## config.mk

```make
export PLATFORM = sky130hd
export DESIGN_NAME = timer_gate_control
export DESIGN_NICKNAME = d
export VERILOG_FILES = /design/src/timer_gate_control.v
export VERILOG_INCLUDE_DIRS = /design/src
export SDC_FILE = /design/constraint.sdc
export NUM_CORES = 1
export LEC_CHECK = 0
export BUFFER_PORTS_ARGS = -buffer_cell sky130_fd_sc_hd__buf_2
export CAP_MARGIN = 10
export CELL_PAD_IN_SITES_DETAIL_PLACEMENT = 0
export CELL_PAD_IN_SITES_GLOBAL_PLACEMENT = 1
export CORE_MARGIN = 2
export CORE_UTILIZATION = 33
export CTS_CLUSTER_SIZE = 25
export DETAILED_ROUTE_END_ITERATION = 10
export PLACE_DENSITY = 0.78
export SYNTH_ARGS = -nofsm -noshare
export SYNTH_HDL_FRONTEND = slang
export SYNTH_SLANG_ARGS = --single-unit
```

## constraint.sdc

```tcl
create_clock -name aclk -period 1.7 [get_ports aclk]
set_input_delay 0.085 -clock aclk [delete_from_list [all_inputs] [get_ports aclk]]
set_output_delay 0.085 -clock aclk [all_outputs]
set_load 0.02 [all_outputs]
```

## src/timer_gate_consts.vh

```
// Constants for the timer gate control block
`ifndef TIMER_GATE_CONSTS_VH
`define TIMER_GATE_CONSTS_VH
`define OFF_GATE_CONTROL    12'h000
`define OFF_COUNT_LOW       12'h004
`define OFF_COUNT_HIGH      12'h008
`define OFF_TIMER_CONTROL   12'h00C
`define OFF_IRQ_STATUS      12'h010
`define OFF_IRQ_ENABLE      12'h014
`define OFF_IRQ_CLEAR       12'h018
`define GC_ENABLE_BIT       7
`define GC_POLARITY_BIT     6
`define GC_TOGGLE_BIT       5
`define GC_SINGLE_BIT       4
`define GC_GO_DONE_BIT      3
`define GC_STATE_BIT        2
`define GC_SOURCE_MSB       1
`define GC_SOURCE_LSB       0
`define GC_WRITE_MASK       8'hFB
`define GC_RESET            8'h00
`define TC_ON_BIT           0
`define TC_CLK_SEL_BIT      1
`define TC_ASYNC_BIT        2
`define TC_RESET            8'h00
`define COUNT_RESET         16'h0000
`define IRQ_RESET           2'h0
`define IRQ_OVERFLOW_BIT    0
`define IRQ_GATE_BIT        1
`define SRC_PIN             2'h0
`define SRC_COMPANION       2'h1
`endif

```

## src/timer_gate_control.v

```verilog
// Timer/counter with gate control, AXI4-Lite register slave
// Behaviour
// - Sixteen-bit count as high and low bytes, both software readable and writable.
// - Counter may run from the 32 kHz oscillator input or the internal clock.
// - Overflow raises interrupt; wake on overflow only with external asynchronous clock.
// - Gate enable ignored when timer off; when on, gate permits counting.
// - Polarity bit one counts on gate high, zero counts on gate low.
// - Toggle mode toggles a flip-flop on each gate rising edge, used as gate.
// - Toggle mode off keeps toggle flip-flop cleared and no toggling applied.
// - Single-pulse bit one lets single-pulse logic control gate; zero inactive.
// - Software sets go/done to arm; hardware clears it when acquisition completes.
// - Read-only bit shows present gate state regardless of gate enable.
// - Source field: 00 gate pin, 01 companion overflow, 10 and 11 reserved.
// - Power-on reset clears writable gate bits; other resets leave them unchanged.
`timescale 1ns/100ps
`include "timer_gate_consts.vh"
module timer_gate_control (
	// Clock and resets
	input  wire        aclk,
	input  wire        aresetn,
	input  wire        por_resetn,
	// AXI4-Lite write address
	input  wire [11:0] s_axi_awaddr,
	input  wire        s_axi_awvalid,
	output wire        s_axi_awready,
	// AXI4-Lite write data
	input  wire [31:0] s_axi_wdata,
	input  wire [3:0]  s_axi_wstrb,
	input  wire        s_axi_wvalid,
	output wire        s_axi_wready,
	// AXI4-Lite write response
	output reg  [1:0]  s_axi_bresp,
	output reg         s_axi_bvalid,
	input  wire        s_axi_bready,
	// AXI4-Lite read address
	input  wire [11:0] s_axi_araddr,
	input  wire        s_axi_arvalid,
	output wire        s_axi_arready,
	// AXI4-Lite read data
	output reg  [31:0] s_axi_rdata,
	output reg  [1:0]  s_axi_rresp,
	output reg         s_axi_rvalid,
	input  wire        s_axi_rready,
	// Gate and clock sources
	input  wire        gate_input_pin,
	input  wire        companion_overflow,
	input  wire        osc_32k_in,
	input  wire        sleeping,
	// Events
	output wire        irq,
	output reg         wake
);

////////////////////////////////////////////////////////////////////////////////
// Pin synchronisers

reg [2:0] pin_sync;
reg [2:0] osc_sync;
reg       pin_level;
reg       osc_level;
reg       osc_prev;

always @(posedge aclk) begin
	pin_sync <= {pin_sync[1:0], gate_input_pin};
	osc_sync <= {osc_sync[1:0], osc_32k_in};
	if (pin_sync[2] == pin_sync[1])
		pin_level <= pin_sync[1];
	if (osc_sync[2] == osc_sync[1])
		osc_level <= osc_sync[1];
	osc_prev <= osc_level;
end

////////////////////////////////////////////////////////////////////////////////
// Registers

reg  [7:0]  gate_control;
reg  [7:0]  timer_control;
reg  [15:0] count;
reg  [1:0]  irq_status;
reg  [1:0]  irq_enable;
reg         toggle_ff;
reg         raw_prev;
reg         pulse_active;
reg         eff_prev;

wire timer_on          = timer_control[`TC_ON_BIT];
wire clk_sel_ext       = timer_control[`TC_CLK_SEL_BIT];
wire async_mode        = timer_control[`TC_ASYNC_BIT];
wire gate_enable       = gate_control[`GC_ENABLE_BIT];
wire gate_polarity     = gate_control[`GC_POLARITY_BIT];
wire gate_toggle_mode  = gate_control[`GC_TOGGLE_BIT];
wire gate_single_pulse_mode = gate_control[`GC_SINGLE_BIT];
wire single_pulse_go_done   = gate_control[`GC_GO_DONE_BIT];
wire [1:0] gate_source_select = gate_control[`GC_SOURCE_MSB:`GC_SOURCE_LSB];

////////////////////////////////////////////////////////////////////////////////
// Gate path

reg gate_raw;
always @* begin
	case (gate_source_select)
		`SRC_PIN:       gate_raw = pin_level;
		`SRC_COMPANION: gate_raw = companion_overflow;
		default:        gate_raw = 1'b0;
	endcase
end

wire gate_pol   = gate_polarity ? gate_raw : ~gate_raw;
wire gate_rise  = gate_pol & ~raw_prev;
wire gate_tog   = gate_toggle_mode ? toggle_ff : gate_pol;
wire gate_eff   = gate_single_pulse_mode ? (pulse_active & gate_tog) : gate_tog;
wire gate_fall  = eff_prev & ~gate_tog;
wire sp_done    = gate_single_pulse_mode & pulse_active & gate_fall;
wire gate_state = gate_eff;

wire tick       = clk_sel_ext ? (osc_level & ~osc_prev) : 1'b1;
wire count_ok   = timer_on & (~gate_enable | gate_eff);
wire overflow   = count_ok & tick & (count == 16'hFFFF);

////////////////////////////////////////////////////////////////////////////////
// AXI4-Lite handshake

wire wr_go = s_axi_awvalid & s_axi_wvalid & ~s_axi_bvalid;
wire rd_go = s_axi_arvalid & ~s_axi_rvalid;
assign s_axi_awready = wr_go;
assign s_axi_wready  = wr_go;
assign s_axi_arready = rd_go;

function reg_at;
	input [11:0] addr;
	input [11:0] off;
	begin
		reg_at = (addr == off);
	end
endfunction

function wr_hit;
	input [11:0] addr;
	input [11:0] off;
	begin
		wr_hit = wr_go & reg_at(addr, off) & s_axi_wstrb[0];
	end
endfunction

wire wr_gc  = wr_hit(s_axi_awaddr, `OFF_GATE_CONTROL);
wire wr_lo  = wr_hit(s_axi_awaddr, `OFF_COUNT_LOW);
wire wr_hi  = wr_hit(s_axi_awaddr, `OFF_COUNT_HIGH);
wire wr_tc  = wr_hit(s_axi_awaddr, `OFF_TIMER_CONTROL);
wire wr_ie  = wr_hit(s_axi_awaddr, `OFF_IRQ_ENABLE);
wire wr_ic  = wr_hit(s_axi_awaddr, `OFF_IRQ_CLEAR);
wire [7:0] wd = s_axi_wdata[7:0];

////////////////////////////////////////////////////////////////////////////////
// Gate control register, reset only at power-on

always @(posedge aclk) begin
	if (!por_resetn) begin
		gate_control <= `GC_RESET;
	end else begin
		if (wr_gc) begin
			gate_control <= wd & `GC_WRITE_MASK;
			gate_control[`GC_GO_DONE_BIT] <= wd[`GC_GO_DONE_BIT] & wd[`GC_SINGLE_BIT];
		end
		if (sp_done || (!gate_single_pulse_mode && !wr_gc))
			gate_control[`GC_GO_DONE_BIT] <= 1'b0;
	end
end

////////////////////////////////////////////////////////////////////////////////
// Gate state machinery

always @(posedge aclk) begin
	if (!por_resetn) begin
		raw_prev     <= 1'b0;
		eff_prev     <= 1'b0;
		toggle_ff    <= 1'b0;
		pulse_active <= 1'b0;
	end else begin
		raw_prev <= gate_pol;
		eff_prev <= gate_tog;
		if (!gate_toggle_mode)
			toggle_ff <= 1'b0;
		else if (gate_rise)
			toggle_ff <= ~toggle_ff;
		if (!single_pulse_go_done)
			pulse_active <= 1'b0;
		else if (!gate_tog)
			pulse_active <= 1'b1;
	end
end

////////////////////////////////////////////////////////////////////////////////
// Timer control and interrupt enable

always @(posedge aclk) begin
	if (!aresetn) begin
		timer_control <= `TC_RESET;
		irq_enable    <= `IRQ_RESET;
	end else begin
		if (wr_tc)
			timer_control <= wd;
		if (wr_ie)
			irq_enable <= wd[1:0];
	end
end

////////////////////////////////////////////////////////////////////////////////
// Counter and interrupt status

reg  [15:0] next_count;
reg  [1:0]  next_irq_status;
wire        next_wake = overflow & sleeping & clk_sel_ext & async_mode;

always @* begin
	next_count = count;
	if (wr_lo)
		next_count = {count[15:8], wd};
	else if (wr_hi)
		next_count = {wd, count[7:0]};
	else if (count_ok && tick)
		next_count = count + 16'h0001;
end

always @* begin
	next_irq_status = irq_status;
	if (wr_ic)
		next_irq_status = irq_status & ~wd[1:0];
	next_irq_status = next_irq_status | {sp_done, overflow};
end

always @(posedge aclk) begin
	if (!aresetn) begin
		count      <= `COUNT_RESET;
		irq_status <= `IRQ_RESET;
		wake       <= 1'b0;
	end else begin
		count      <= next_count;
		irq_status <= next_irq_status;
		wake       <= next_wake;
	end
end

assign irq = |(irq_status & irq_enable);

////////////////////////////////////////////////////////////////////////////////
// Responses and read data

reg [7:0] rd_val;
reg       rd_ok;
always @* begin
	rd_ok = 1'b1;
	if (s_axi_araddr == `OFF_GATE_CONTROL)
		rd_val = {gate_control[7:3], gate_state, gate_control[1:0]};
	else if (s_axi_araddr == `OFF_COUNT_LOW)
		rd_val = count[7:0];
	else if (s_axi_araddr == `OFF_COUNT_HIGH)
		rd_val = count[15:8];
	else if (s_axi_araddr == `OFF_TIMER_CONTROL)
		rd_val = timer_control;
	else if (s_axi_araddr == `OFF_IRQ_STATUS)
		rd_val = {6'h00, irq_status};
	else if (s_axi_araddr == `OFF_IRQ_ENABLE)
		rd_val = {6'h00, irq_enable};
	else if (s_axi_araddr == `OFF_IRQ_CLEAR)
		rd_val = 8'h00;
	else begin
		rd_val = 8'h00;
		rd_ok  = 1'b0;
	end
end

wire wr_mapped = reg_at(s_axi_awaddr, `OFF_GATE_CONTROL)
	| reg_at(s_axi_awaddr, `OFF_COUNT_LOW)
	| reg_at(s_axi_awaddr, `OFF_COUNT_HIGH)
	| reg_at(s_axi_awaddr, `OFF_TIMER_CONTROL)
	| reg_at(s_axi_awaddr, `OFF_IRQ_STATUS)
	| reg_at(s_axi_awaddr, `OFF_IRQ_ENABLE)
	| reg_at(s_axi_awaddr, `OFF_IRQ_CLEAR);

always @(posedge aclk) begin
	if (!aresetn) begin
		s_axi_bvalid <= 1'b0;
		s_axi_bresp  <= 2'h0;
	end else if (wr_go) begin
		s_axi_bvalid <= 1'b1;
		s_axi_bresp  <= wr_mapped ? 2'h0 : 2'h2;
	end else if (s_axi_bready) begin
		s_axi_bvalid <= 1'b0;
	end
end

always @(posedge aclk) begin
	if (!aresetn) begin
		s_axi_rvalid <= 1'b0;
		s_axi_rresp  <= 2'h0;
		s_axi_rdata  <= 32'h00000000;
	end else if (rd_go) begin
		s_axi_rvalid <= 1'b1;
		s_axi_rdata  <= {24'h000000, rd_val};
		s_axi_rresp  <= rd_ok ? 2'h0 : 2'h2;
	end else if (s_axi_rready) begin
		s_axi_rvalid <= 1'b0;
	end
end

endmodule // timer_gate_control

```

* Yosys cells after proc, flatten, opt, wreduce, memory -nomap -nowiden
Cells that the tools add are included.
Cells by class: reduce and logical (&&, ||, !) cells 18, equality and inequality tests 17, bitwise operators 49, $add $sub $neg 1, mux-type cells 28
Operators with widths (count):
- equality test 12 x 5 -> 1 bit (second input constant) | 6
- equality test 12 x 4 -> 1 bit (second input constant) | 4
- 2-to-1 mux 8 bit | 5
- 2-to-1 mux 16 bit | 2
- bitwise AND 1 bit | 28
- equality test 12 x 3 -> 1 bit (second input constant) | 2
- logical NOT 12 bit | 2
- adder 16 x 1 -> 16 bit (second input constant) | 1
- equality test 16 bit (second input constant) | 1
- 2-to-1 mux 1 bit | 15
- 2-to-1 mux 2 bit | 5
- NOT 1 bit | 10
- AND reduction 2 bit | 4
- nonzero test 2 bit | 4
- bitwise OR 1 bit | 7
- bitwise AND 2 bit | 2
- OR reduction 2 bit | 2
- equality test 1 bit | 2
- equality test 2 x 1 -> 1 bit (second input constant) | 1
- logical AND 1 bit | 2
- logical NOT 1 bit | 2
- logical NOT 2 bit | 1
- != test 2 bit (second input constant) | 1
- NOT 2 bit | 1
- other kinds (3) | 3
Storage, ports and cells: output and inout port bits 43, logic and storage cells 135, bits of input ports 72, register bits 63

* Longest topological paths before layout
Gate-level depths: netlist (run 1).
word-level depth 14, mapped depth 9

* Worst setup path after synthesis (run 1)
No wires, ideal clock.
path kind reg-to-reg, from reg s_axi_bvalid, to reg count[7], slack -328 ps, clock period less this slack 2028 ps, arrival 1910 ps, stages on the path, launching flop included 9, buffers on the path 3, required time 1582 ps, cells stage by stage dfxtp_1 > and3b_1 > buf_2 > nand3_1 > or4b_1 > buf_2 > buf_6 > o21ai_1 > a21oi_1
On the way: longest elaborated chain between the ends 6, elaborated cells between the ends (all ways) 10, classes of those cells eq/ne: 1; mux: 1; bitwise: 6; reduce/logical: 2
Ends and longest elaborated chain:
- start, declared | RTL line timer_gate_control.v:33 | output reg s_axi_bvalid,
- start signal, assigned | RTL line timer_gate_control.v:282 | s_axi_bvalid <= 1'b0;
- start signal, assigned | RTL line timer_gate_control.v:285 | s_axi_bvalid <= 1'b1;
- start signal, assigned | RTL line timer_gate_control.v:288 | s_axi_bvalid <= 1'b0;
- NOT 1 bit (*) | RTL line timer_gate_control.v:123 | wire wr_go = s_axi_awvalid & s_axi_wvalid & ~s_axi_bvalid;
- bitwise AND 1 bit (*) | RTL line timer_gate_control.v:123
- net s_axi_awready | RTL line timer_gate_control.v:25 | output wire s_axi_awready,
- bitwise AND 1 bit (2 in series) | RTL line timer_gate_control.v:141 | wr_hit = wr_go & reg_at(addr, off) & s_axi_wstrb[0];
- != test 2 bit (no source line) or nonzero test 2 bit (tied branches)
- AND reduction 2 bit (no source line)
- end signal, assigned | RTL line timer_gate_control.v:233 | count <= `COUNT_RESET;
- end signal, assigned | RTL line timer_gate_control.v:237 | count <= next_count;
- end, declared | RTL line timer_gate_control.v:78 | reg [15:0] count;
Mark *: on every way through the listed nets, which the timed path passes. The rest lies on a longest branch. A chain may end at the register's enable or synchronous reset.

* Final worst setup path (run 1)
from reg gate_control[0], to reg count[13]
On the way: longest elaborated chain between the ends 12, elaborated cells between the ends (all ways) 13, classes of those cells eq/ne: 1; mux: 4; bitwise: 4; reduce/logical: 4
Ends and longest elaborated chain:
- start, declared | RTL line timer_gate_control.v:76 | reg [7:0] gate_control;
- start signal, assigned | RTL line timer_gate_control.v:158 | gate_control <= `GC_RESET;
- start signal, assigned | RTL line timer_gate_control.v:161 | gate_control <= wd & `GC_WRITE_MASK;
- start signal, assigned by index | RTL line timer_gate_control.v:162 | gate_control[`GC_GO_DONE_BIT] <= wd[`GC_GO_DONE_BIT] & wd[`GC_SINGLE_BIT];
- equality test 2 x 1 -> 1 bit or logical NOT 2 bit (tied branches) | RTL line timer_gate_control.v:101 | case (gate_source_select)
- one-hot mux 1 bit (2 select lines) (*) | RTL line timer_gate_control.v:101
- NOT 1 bit | RTL line timer_gate_control.v:108 | wire gate_pol = gate_polarity ? gate_raw : ~gate_raw;
- 2-to-1 mux 1 bit (*) | RTL line timer_gate_control.v:108
- 2-to-1 mux 1 bit (*) | RTL line timer_gate_control.v:110 | wire gate_tog = gate_toggle_mode ? toggle_ff : gate_pol;
- bitwise AND 1 bit | RTL line timer_gate_control.v:111 | wire gate_eff = gate_single_pulse_mode ? (pulse_active & gate_tog) : gate_tog;
- 2-to-1 mux 1 bit (*) | RTL line timer_gate_control.v:111
- bitwise OR 1 bit (*) | RTL line timer_gate_control.v:117 | wire count_ok = timer_on & (~gate_enable | gate_eff);
- bitwise AND 1 bit (*) | RTL line timer_gate_control.v:117
- logical AND 1 bit (*) | RTL line timer_gate_control.v:220 | else if (count_ok && tick)
- nonzero test 2 bit (no source line) (*)
- AND reduction 2 bit (no source line) (*)
Mark *: on every way between the ends. The rest lies on a longest branch, timed or not.

==> results of run 1 <==
==> how the worst max path moves through the flow <==
| stage | startpoint | end | slack (ns) | cells past startpoint |
|---|---|---|---|---|
| after global placement | gate_control[0]$_SDFFE_PN0P_ | count[4]$_SDFFE_PN0P_ | -0.27 | 7 |
| after global routing | gate_control[0]$_SDFFE_PN0P_ | count[4]$_SDFFE_PN0P_ | -0.29 | 7 |
| after CTS | gate_control[0]$_SDFFE_PN0P_ | count[10]$_SDFFE_PN0P_ | -0.21 | 7 |
| final | gate_control[0]$_SDFFE_PN0P_ | count[13]$_SDFFE_PN0P_ | -0.20 | 8 |
| after detailed placement | gate_control[0]$_SDFFE_PN0P_ | count[4]$_SDFFE_PN0P_ | -0.36 | 7 |
| after floorplan | s_axi_bvalid$_SDFFE_PN0P_ | count[12]$_SDFFE_PN0P_ | -0.17 | 9 |
==> report_power, final <==
group	internal (mW)	switching, mW
sequential	1.46	0.0100
combinational	0.108	0.193
clock	0.680	0.628
==> area by class of cell <==
cell class              count  area share, %
well taps                 133           3.85
flip-flops and latches     61           28.8
inverters                   6          0.521
multi-input cells         265           43.8
repair buffers            118           18.4
clock inverters             7           1.74
clock buffers               9           2.87
==> logic make-up after synthesis <==
| logic type | after synthesis | synth area share (%) |
|---|---|---|
| xor gates and xnor gates | 11 | 2.99 |
| adders and majority gates | 1 | 0.388 |
| buffers and inverters | 51 | 9.94 |
| AOI/OAI and AO/OA | 69 | 14.3 |
| DFF | 61 | 38.5 |
| muxes | 29 | 11.1 |
| and+or+nand+nor | 129 | 22.7 |
| other | 1 | 0.116 |
==> metal layers <==
layer  vias up  part of all wire, %
li1       1451                    -
met1      1405                   45
met2        82                   49
met3        10                  4.1
met4         0                  1.5
met5         -                    0
==> cells in the final DEF, fill, tap and decap left out, types with 9 or more instances in the layout <==
master	instances
a21oi_1	16
buf_2	61
buf_4	45
clkbuf_8	9
conb_1	26
dfxtp_1	55
mux2i_1	20
nand2_1	15
nand3_1	13
nor2_1	42
o21ai_1	10
xor2_1	9
==> worst min-delay path, cell delays in order <==
cell and delay [ns]:
buf_2 0.11, mux2i_1 0.07, nor2_1 0.07
==> sequential cells by signal, summed over array words and instances (netlist names), 2 cells and up <==
| signal | flops |
|---|---|
| count | 16 |
| gate_control | 7 |
| irq_enable | 2 |
| irq_status | 2 |
| osc_sync | 3 |
| pin_sync | 3 |
| s_axi_rdata | 8 |
| timer_control | 8 |
==> timing repair <==
item,4_1_cts,5_1_grt
hold buffers,4,0
pin swaps,13,20
setup buffers,3,6
setup endpoints to repair,25,26
gates resized for setup,12,27
endpoints found under the hold margin,4,0
==> through the flow <==
stage	cells	area [um2]	setup TNS (ns)
floorplan	377	3340	-1.58
global placement	570	3840	-2.57
detailed placement	570	3840	-3.85
CTS	593	4160	-2.38
global route	599	4320	-3.04
finish	599	4320	-1.83
==> results.txt, run 1 <==
HPWL after detailed placement: 6.17 mm
reg-to-reg setup timing slack: -0.20 ns
failing checks: negative setup slack
CP peak stage delay: 0.35 ns
final setup vio count: 15
Hold Path Depth: 3
row cnt: 36
register area: 1250 um2
Core Util, Final: 44.8%
layout cells sized above 1: 37.6%
P&R area growth vs syn: 34.1%
Clock Path Buffers: 2
wire per inst: 14.3 um
vias in the first global route: 2791
Gate Count Post-Synth: 352
crit path buf inv count: 3
status: finished with violations
clock sink count: 61
Hold Path Class: in2reg
Fillers: 918
kind of cell adding the most delay to the critical path: compound AO/OA/AOI/OAI gates
Post-synth ARST share: 0%
CTS H-tree depth: 3
RD Place Congestion: 0.863
most used cell, CP: buf_6
Slowest cell on crit path: o311a_4
Worst Hold Margin: 0.0228 ns
Slew Limit Fails: 0
Post-Syn Area: 3220 um2
FF-to-FF path depth: 8
CP Data Required Time: 1.94 ns
CP Launch Type: register
Post-Route WL: 8.55 mm
Seq cells post-synth: 61
post-route setup slack: -0.203 ns
M2 GR Usage: 28.4%
Primary FF master, synth: dfxtp_1
Pleak: 1.87 nW
CP Cell Sequence: mux2i_4 > o221a_1 > o311a_4 > buf_6 > buf_12 > buf_6 > o211ai_1 > o21ai_1
Hold EP: timer_control[2]$_SDFFE_PN0P_
reg2reg end: count[13]$_SDFFE_PN0P_
share of the synthesized area in the top cell type: 36.7%
Vias/cell: 4.92
most common cell in the synthesized netlist: dfxtp_1
CTS Root Cell: clkbuf_8
ranking of synthesized cells by area: dfxtp_1 37%, buf_4 6.5%, mux2i_1 6.5%, nor2_1 5.0%, mux4_2 3.5%
Port Buf Inserts: 61
Reg clk slew, reported paths: 0.08 ns
clock buffer count from CTS: 9
Die X-Extent: 103 um
Synth cell types: 60
GR Util met3: 2.64%
EDFF count, synth: 2
post-route minimum period: 1.90 ns
first-pass GRT wire length: 13.3 mm
max_cap viols: 0
Final nets: 534
Synth top cells by count: 59 x dfxtp_1, 43 x nor2_1, 28 x buf_4
synth warn: 0
Worst EP arrival: 2.14 ns
multi-input logic area: 1890 um2
Die Ht: 103 um
post-synth top area cell: dfxtp_1
drt drc: 0
drt pass-1 iters: 4
Worst Setup End Kind: register
clk_lat worst skew: 0.35 ns
Ant. Diodes: 0
Crit Path Category: reg2reg
largest net degree at the start of global routing: 25
initial antenna violation count: 0
pre-CTS worst setup slack: -0.362 ns
routed vias: 2948
M1 GR Usage: 19.8%
gr ovfl total: 0
fin crit share: 112%
Die ar.: 10600 um2
maximum vdd drop: 470 uV
initial core utilization: 33.4%
Placeable Area: 9640 um2
GR peak layer: met2
initial DRC count: 92
FMAX: 526 MHz
clock skew: 0.00952 ns
RSZ-0062 raised after global routing: true
R2R Path Start: gate_control[0]$_SDFFE_PN0P_
synthesized area per cell: 9.15 um2
sequential area share after synthesis: 38.5%
PwrDens: 712 nW/um2
Fin. Hold Viols: 0
Post-DRT Antenna Nets: 0
hold path start: s_axi_wdata[2]
worst-path maximum fanout: 5
Total Power: 3.08 mW
Total GRT Usage: 16.2%
CTS tree: yes
io pins: 115
Power figures use the tool's default switching activity.
==> run 2: changes to the inputs <==
--- a/config.mk
+++ b/config.mk
@@ -7,11 +7,10 @@
 export NUM_CORES = 1
 export LEC_CHECK = 0
 export BUFFER_PORTS_ARGS = -buffer_cell sky130_fd_sc_hd__buf_2
-export CAP_MARGIN = 10
-export CELL_PAD_IN_SITES_DETAIL_PLACEMENT = 0
-export CELL_PAD_IN_SITES_GLOBAL_PLACEMENT = 1
+export CELL_PAD_IN_SITES_DETAIL_PLACEMENT = 1
+export CELL_PAD_IN_SITES_GLOBAL_PLACEMENT = 2
 export CORE_MARGIN = 2
-export CORE_UTILIZATION = 33
+export CORE_UTILIZATION = 26
 export CTS_CLUSTER_SIZE = 25
 export DETAILED_ROUTE_END_ITERATION = 10
 export PLACE_DENSITY = 0.78
==> results.txt, run 2 (same netlist as run 1, synthesis figures left out) <==
CP Launch Type: register
row cnt: 40 (+11%)
clk_lat worst skew: 0.34 ns (about the same)
clock sink count: 61 (unchanged)
CP peak stage delay: 0.42 ns (+0.07 ns)
wire per inst: 16.3 um (+14%)
FMAX: 513 MHz (-2.4%)
first-pass GRT wire length: 16.0 mm (+20%)
Biggest register: count
most frequent cells in the layout: 61 x buf_2, 55 x dfxtp_1, 50 x buf_4
crit path buf inv count: 1 (-2)
PwrDens: 810 nW/um2 (+14%)
drt drc: 0 (unchanged)
initial core utilization: 26.7% (-6.7 points)
routed vias: 3060 (+3.8%)
drt pass-1 iters: 4 (unchanged)
Placed Area: 3880 um2 (+0.94%)
clock skew: 0.00885 ns (-0.000674 ns)
Port Buf Inserts: 61 (unchanged)
Total GRT Usage: 15.6% (-0.56 points)
worst-path maximum fanout: 7 (+2)
CP Data Required Time: 1.97 ns (+0.03 ns)
status: finished with violations
Pleak: 1.96 nW (+4.6%)
Crit Path Category: reg2reg
RD Place Congestion: 0.801 (-7.2%)
kind of cell adding the most delay to the critical path: compound AO/OA/AOI/OAI gates
Fillers: 1400 (+53%)
Worst Setup End Kind: register
final setup vio count: 22 (+7)
fin crit share: 115% (+2.8 points)
post-route minimum period: 1.95 ns (+0.0469 ns)
commonest non-fill, non-tap cell in the layout: buf_2
Hold Path Class: in2reg
maximum vdd drop: 343 uV (-27%)
CP Cell Sequence: mux2i_4 > o221a_1 > o311a_4 > buf_8 > nand2_1 > or4_1 > a31oi_1
Vias/cell: 4.80 (-2.4%)
max_cap viols: 0 (unchanged)
Worst EP arrival: 2.21 ns (+0.07 ns)
post-route setup slack: -0.249 ns (-0.0469 ns)
initial DRC count: 133 (+45%)
Final nets: 537 (+0.56%)
Reg clk slew, reported paths: 0.05 ns (-0.03 ns)
Placeable Area: 12100 um2 (+25%)
CTS H-tree depth: 3 (unchanged)
RSZ-0062 raised after global routing: true
Total Power: 3.66 mW (+19%)
Ant. Diodes: 0 (unchanged)
gr ovfl total: 0 (unchanged)
clock buffer count from CTS: 9 (unchanged)
Die ar.: 13300 um2 (+26%)
multi-input logic area: 1930 um2 (+1.9%)
io pins: 115 (unchanged)
failing checks: negative setup slack
Die Ht: 115 um (+12%)
Post-Route WL: 10.4 mm (+22%)
register area: 1250 um2 (unchanged)
Die X-Extent: 115 um (+12%)
max FFs per register: 16 (unchanged)
Post-DRT Antenna Nets: 0 (unchanged)
vias in the first global route: 3092 (+11%)
Slew Limit Fails: 0 (unchanged)
Fin. Hold Viols: 0 (unchanged)
CTS tree: yes
P&R area growth vs syn: 40.2%
HPWL after detailed placement: 7.37 mm (+20%)
layout cells sized above 1: 39.0% (+1.5 points)
largest registers: count x16, s_axi_rdata x8, timer_control x8
post-route cell area: 4520 um2 (+4.5%)
initial antenna violation count: 0 (unchanged)
largest net degree at the start of global routing: 25 (unchanged)
Slowest cell on crit path: or4_1
CTS Root Cell: clkbuf_16
Clock Path Buffers: 2 (unchanged)
run 2: report_power, final:
part	switching, mW	internal, mW	leakage, nW
clock	0.698	1.18	0.146
combinational	0.202	0.108	1.31
sequential	0.0111	1.46	0.501
total	0.911	2.75	1.96
run 2: final cells by class:
type | count | area share, %
clock buffers | 11 | 5.37
repair buffers | 121 | 17.9
inverters | 6 | 0.499
well taps | 168 | 4.65
multi-input cells | 265 | 42.7
flip-flops and latches | 61 | 27.6
clock inverters | 5 | 1.33
run 2: per-layer routing:
metal	wire, um	share of wire, %	GRT usage [%]
met4	137	1.3	5.78
met2	5220	50	27.9
met1	4550	44	18.3
met5	0	0	0
met3	498	4.8	3.27
run 2: stage by stage:
stage          instances  hold WS, ns  setup TNS [ns]  setup slack [ns]  utilization, %
6_report             637       0.0121           -2.46            -0.249            37.4
3_3_place_gp         604        0.191           -2.96            -0.287            32.2
3_5_place_dp         604        0.189           -4.97            -0.428            32.2
5_1_grt              637       0.0233           -4.13            -0.340            37.4
2_1_floorplan        377        0.113           -1.58            -0.166               -
4_1_cts              631      0.00464           -1.82            -0.206            36.2
run 2: worst register-to-register path: cells and delay by family (launching register included):
family	cells	cell delay (ns)
AOI/OAI and AO/OA	3	0.61
and+or+nand+nor	2	0.50
DFF	1	0.36
muxes	1	0.29
buffers and inverters	1	0.13
run 2: path summary, 6_finish.rpt:
path | cells past startpoint | slack (ns) | to | start
hold reg to reg | 0 | 0.33 | osc_sync[1]$_DFF_P_ | osc_sync[0]$_DFF_P_
hold / removal | 3 | 0.01 | s_axi_rvalid$_SDFFE_PN0P_ | s_axi_rready
setup / recovery | 7 | -0.25 | count[8]$_SDFFE_PN0P_ | gate_control[0]$_SDFFE_PN0P_
setup reg to reg | 7 | -0.25 | count[8]$_SDFFE_PN0P_ | gate_control[0]$_SDFFE_PN0P_
run 2: what timing repair did:
action,4_1_cts,5_1_grt
hold buffers,2,0
setup buffers,9,8
gates resized for setup,22,31
setup endpoints to repair,21,24
endpoints found under the hold margin,2,0
pin swaps,16,31
==> run 3: changes to the inputs <==
--- a/config.mk
+++ b/config.mk
@@ -14,6 +14,7 @@
 export CTS_CLUSTER_SIZE = 25
 export DETAILED_ROUTE_END_ITERATION = 10
 export PLACE_DENSITY = 0.78
+export REMOVE_ABC_BUFFERS = 1
 export SYNTH_ARGS = -nofsm -noshare
 export SYNTH_HDL_FRONTEND = slang
 export SYNTH_SLANG_ARGS = --single-unit
==> results.txt, run 3 (same netlist as run 1, synthesis figures left out) <==
P&R area growth vs syn: 39.8%
io pins: 115 (unchanged)
routed vias: 2979 (-2.6%)
RD Place Congestion: 0.795 (-0.66%)
CTS H-tree depth: 3 (unchanged)
max FFs per register: 16 (unchanged)
CP peak stage delay: 0.38 ns (-0.04 ns)
clk_lat worst skew: 0.33 ns (about the same)
CP Launch Type: register
initial antenna violation count: 0 (unchanged)
GR Util met3: 2.85% (-0.42 points)
max_cap viols: 0 (unchanged)
Biggest register: count
Hold Path Class: in2reg
first-pass GRT wire length: 16.0 mm (+0.48%)
Worst EP arrival: 2.18 ns (-0.03 ns)
gr ovfl total: 0 (unchanged)
GR peak layer: met2
M1 GR Usage: 19.5% (+1.2 points)
clock sink count: 61 (unchanged)
Comb pwr share: 7.9% (-0.6 points)
Vias/cell: 4.72 (-1.7%)
Die ar.: 13300 um2 (unchanged)
Hold EP: s_axi_rvalid$_SDFFE_PN0P_
row cnt: 40 (unchanged)
Int Power: 2.98 mW (+8.4%)
Total GRT Usage: 15.7% (+0.032 points)
commonest non-fill, non-tap cell in the layout: buf_2
reg-to-reg setup timing slack: -0.27 ns (-0.02 ns)
P_sw: 0.909 mW (-0.19%)
final setup vio count: 18 (-18%)
Hold Path Depth: 3 (unchanged)
Post-Route WL: 10.1 mm (-3.3%)
M2 GR Usage: 26.6% (-1.3 points)
drt pass-1 iters: 6 (+2)
CP Cell Sequence: mux2i_4 > o221a_1 > o311a_4 > buf_6 > buf_12 > a31o_2 > a21oi_2 > a211oi_2
reg2reg end: count[14]$_SDFFE_PN0P_
vias in the first global route: 3160 (+2.2%)
worst-path maximum fanout: 10 (+3)
multi-input logic area: 1910 um2 (-0.91%)
largest registers: count x16, s_axi_rdata x8, timer_control x8
Pleak: 1.95 nW (-0.41%)
Die X-Extent: 115 um (unchanged)
CTS tree: yes
Port Buf Inserts: 61 (unchanged)
drt drc: 0 (unchanged)
clock skew: 0.00474 ns (-0.00412 ns)
register area: 1250 um2 (+0.10%)
Final nets: 531 (-1.1%)
sw frac: 23.4% (-1.5 points)
hold path start: s_axi_rready
Reg clk slew, reported paths: 0.06 ns (about the same)
Post-DRT Antenna Nets: 0 (unchanged)
post-route minimum period: 1.97 ns (+0.0210 ns)
CTS Root Cell: clkbuf_16
wire per inst: 15.9 um (-2.4%)
status: finished with violations
Worst Setup End Kind: register
RSZ-0062 raised after global routing: true
failing checks: negative setup slack
Fin. Hold Viols: 0 (unchanged)
Clock Path Buffers: 2 (unchanged)
post-route setup slack: -0.271 ns (-0.0210 ns)
FF-to-FF path depth: 8 (+1)
Fillers: 1393 (-0.50%)
layout cells sized above 1: 37.8% (-1.2 points)
Die Ht: 115 um (unchanged)
Seq pwr share: 37.8% (-2.5 points)
initial DRC count: 127 (-4.5%)
FMAX: 507 MHz (-1.1%)
largest net degree at the start of global routing: 25 (unchanged)
fin crit share: 116% (+1.2 points)
Placeable Area: 12100 um2 (unchanged)
Total Power: 3.89 mW (+6.3%)
initial core utilization: 26.7% (unchanged)
most frequent cells in the layout: 61 x buf_2, 56 x dfxtp_1, 44 x buf_4
CP Data Required Time: 1.91 ns (-0.06 ns)
R2R Path Start: gate_control[0]$_SDFFE_PN0P_
HPWL after detailed placement: 7.35 mm (-0.38%)
Crit Path Category: reg2reg
Slowest cell on crit path: o311a_4
clock buffer count from CTS: 9 (unchanged)
PwrDens: 863 nW/um2 (+6.5%)
Ant. Diodes: 0 (unchanged)
maximum vdd drop: 401 uV (+17%)
Slew Limit Fails: 0 (unchanged)
clock share of power: 54.3% (+3.1 points)
Worst Hold Margin: 0.0132 ns (+0.00109 ns)
run 3: changes by cell type in the layout (fill, tap and decap cells not counted), moves of 2 or more:
cell / change
dfxtp_2: -2
nor2_1: +2
buf_4: -6
o21ai_0: +2
buf_12: +2
buf_8: -2
clkinv_4: -2
run 3: what timing repair did:
item                                   in CTS  in global routing
endpoints found under the hold margin       2                  0
setup endpoints to repair                  27                 28
buffers inserted                            3                  2
pin swaps                                  24                 10
cloned                                      0                  0
hold buffers                                2                  0
gates resized for setup                    26                 19
run 3: layer usage:
metal,vias to the layer above,share of wire (%)
met2,81,49
met1,1449,46
met3,13,4.0
li1,1436,-
met5,-,0
met4,0,1.6
run 3: stage by stage:
| stage | worst slack (ns) | TNS, ns | instance area, um2 | cells | util [%] |
|---|---|---|---|---|---|
| final | -0.271 | -3.51 | 4510 | 631 | 37.4 |
| after global routing | -0.319 | -5.05 | 4510 | 631 | 37.4 |
| after CTS | -0.238 | -2.90 | 4400 | 629 | 36.5 |
| after detailed placement | -0.348 | -5.37 | 3910 | 608 | 32.4 |
| after global placement | -0.232 | -3.33 | 3910 | 608 | 32.4 |
| after floorplan | -0.682 | -16.24 | 3020 | 332 | - |
run 3: how the worst max path moves through the flow:
stage / from / endpoint / slack (ns)
2_1_floorplan: s_axi_bvalid$_SDFFE_PN0P_ / count[14]$_SDFFE_PN0P_ / -0.68
4_1_cts: gate_control[0]$_SDFFE_PN0P_ / count[4]$_SDFFE_PN0P_ / -0.24
6_report: gate_control[0]$_SDFFE_PN0P_ / count[14]$_SDFFE_PN0P_ / -0.27
5_1_grt: gate_control[0]$_SDFFE_PN0P_ / count[4]$_SDFFE_PN0P_ / -0.32
3_5_place_dp: gate_control[0]$_SDFFE_PN0P_ / count[9]$_SDFFE_PN0P_ / -0.35
3_3_place_gp: gate_control[0]$_SDFFE_PN0P_ / count[9]$_SDFFE_PN0P_ / -0.23
run 3: area by class of cell:
| cell class | count | area share [%] |
|---|---|---|
| Clock buffer | 11 | 5.86 |
| Clock inverter | 5 | 1.75 |
| Tap cell | 168 | 4.67 |
| Sequential cell | 61 | 27.7 |
| Multi-Input combinational cell | 265 | 42.4 |
| Timing Repair Buffer | 115 | 17.1 |
| Inverter | 6 | 0.500 |
run 3: power groups by stage:
stage / combinational, mW / sequential [mW] / clock [mW]
after global placement: 0.283 / 1.50 / 0
final: 0.306 / 1.47 / 2.11
after global routing: 0.336 / 1.47 / 2.20
after CTS: 0.298 / 1.47 / 2.14
after detailed placement: 0.290 / 1.50 / 0
after floorplan: 0.127 / 1.51 / 0
run 3: critical path, delay by kind of cell, from the launching register on:
family          cells  cell delay, ns
compound gates      5            1.02
flops               1            0.35
buf+inv             2            0.27
mux                 1            0.19
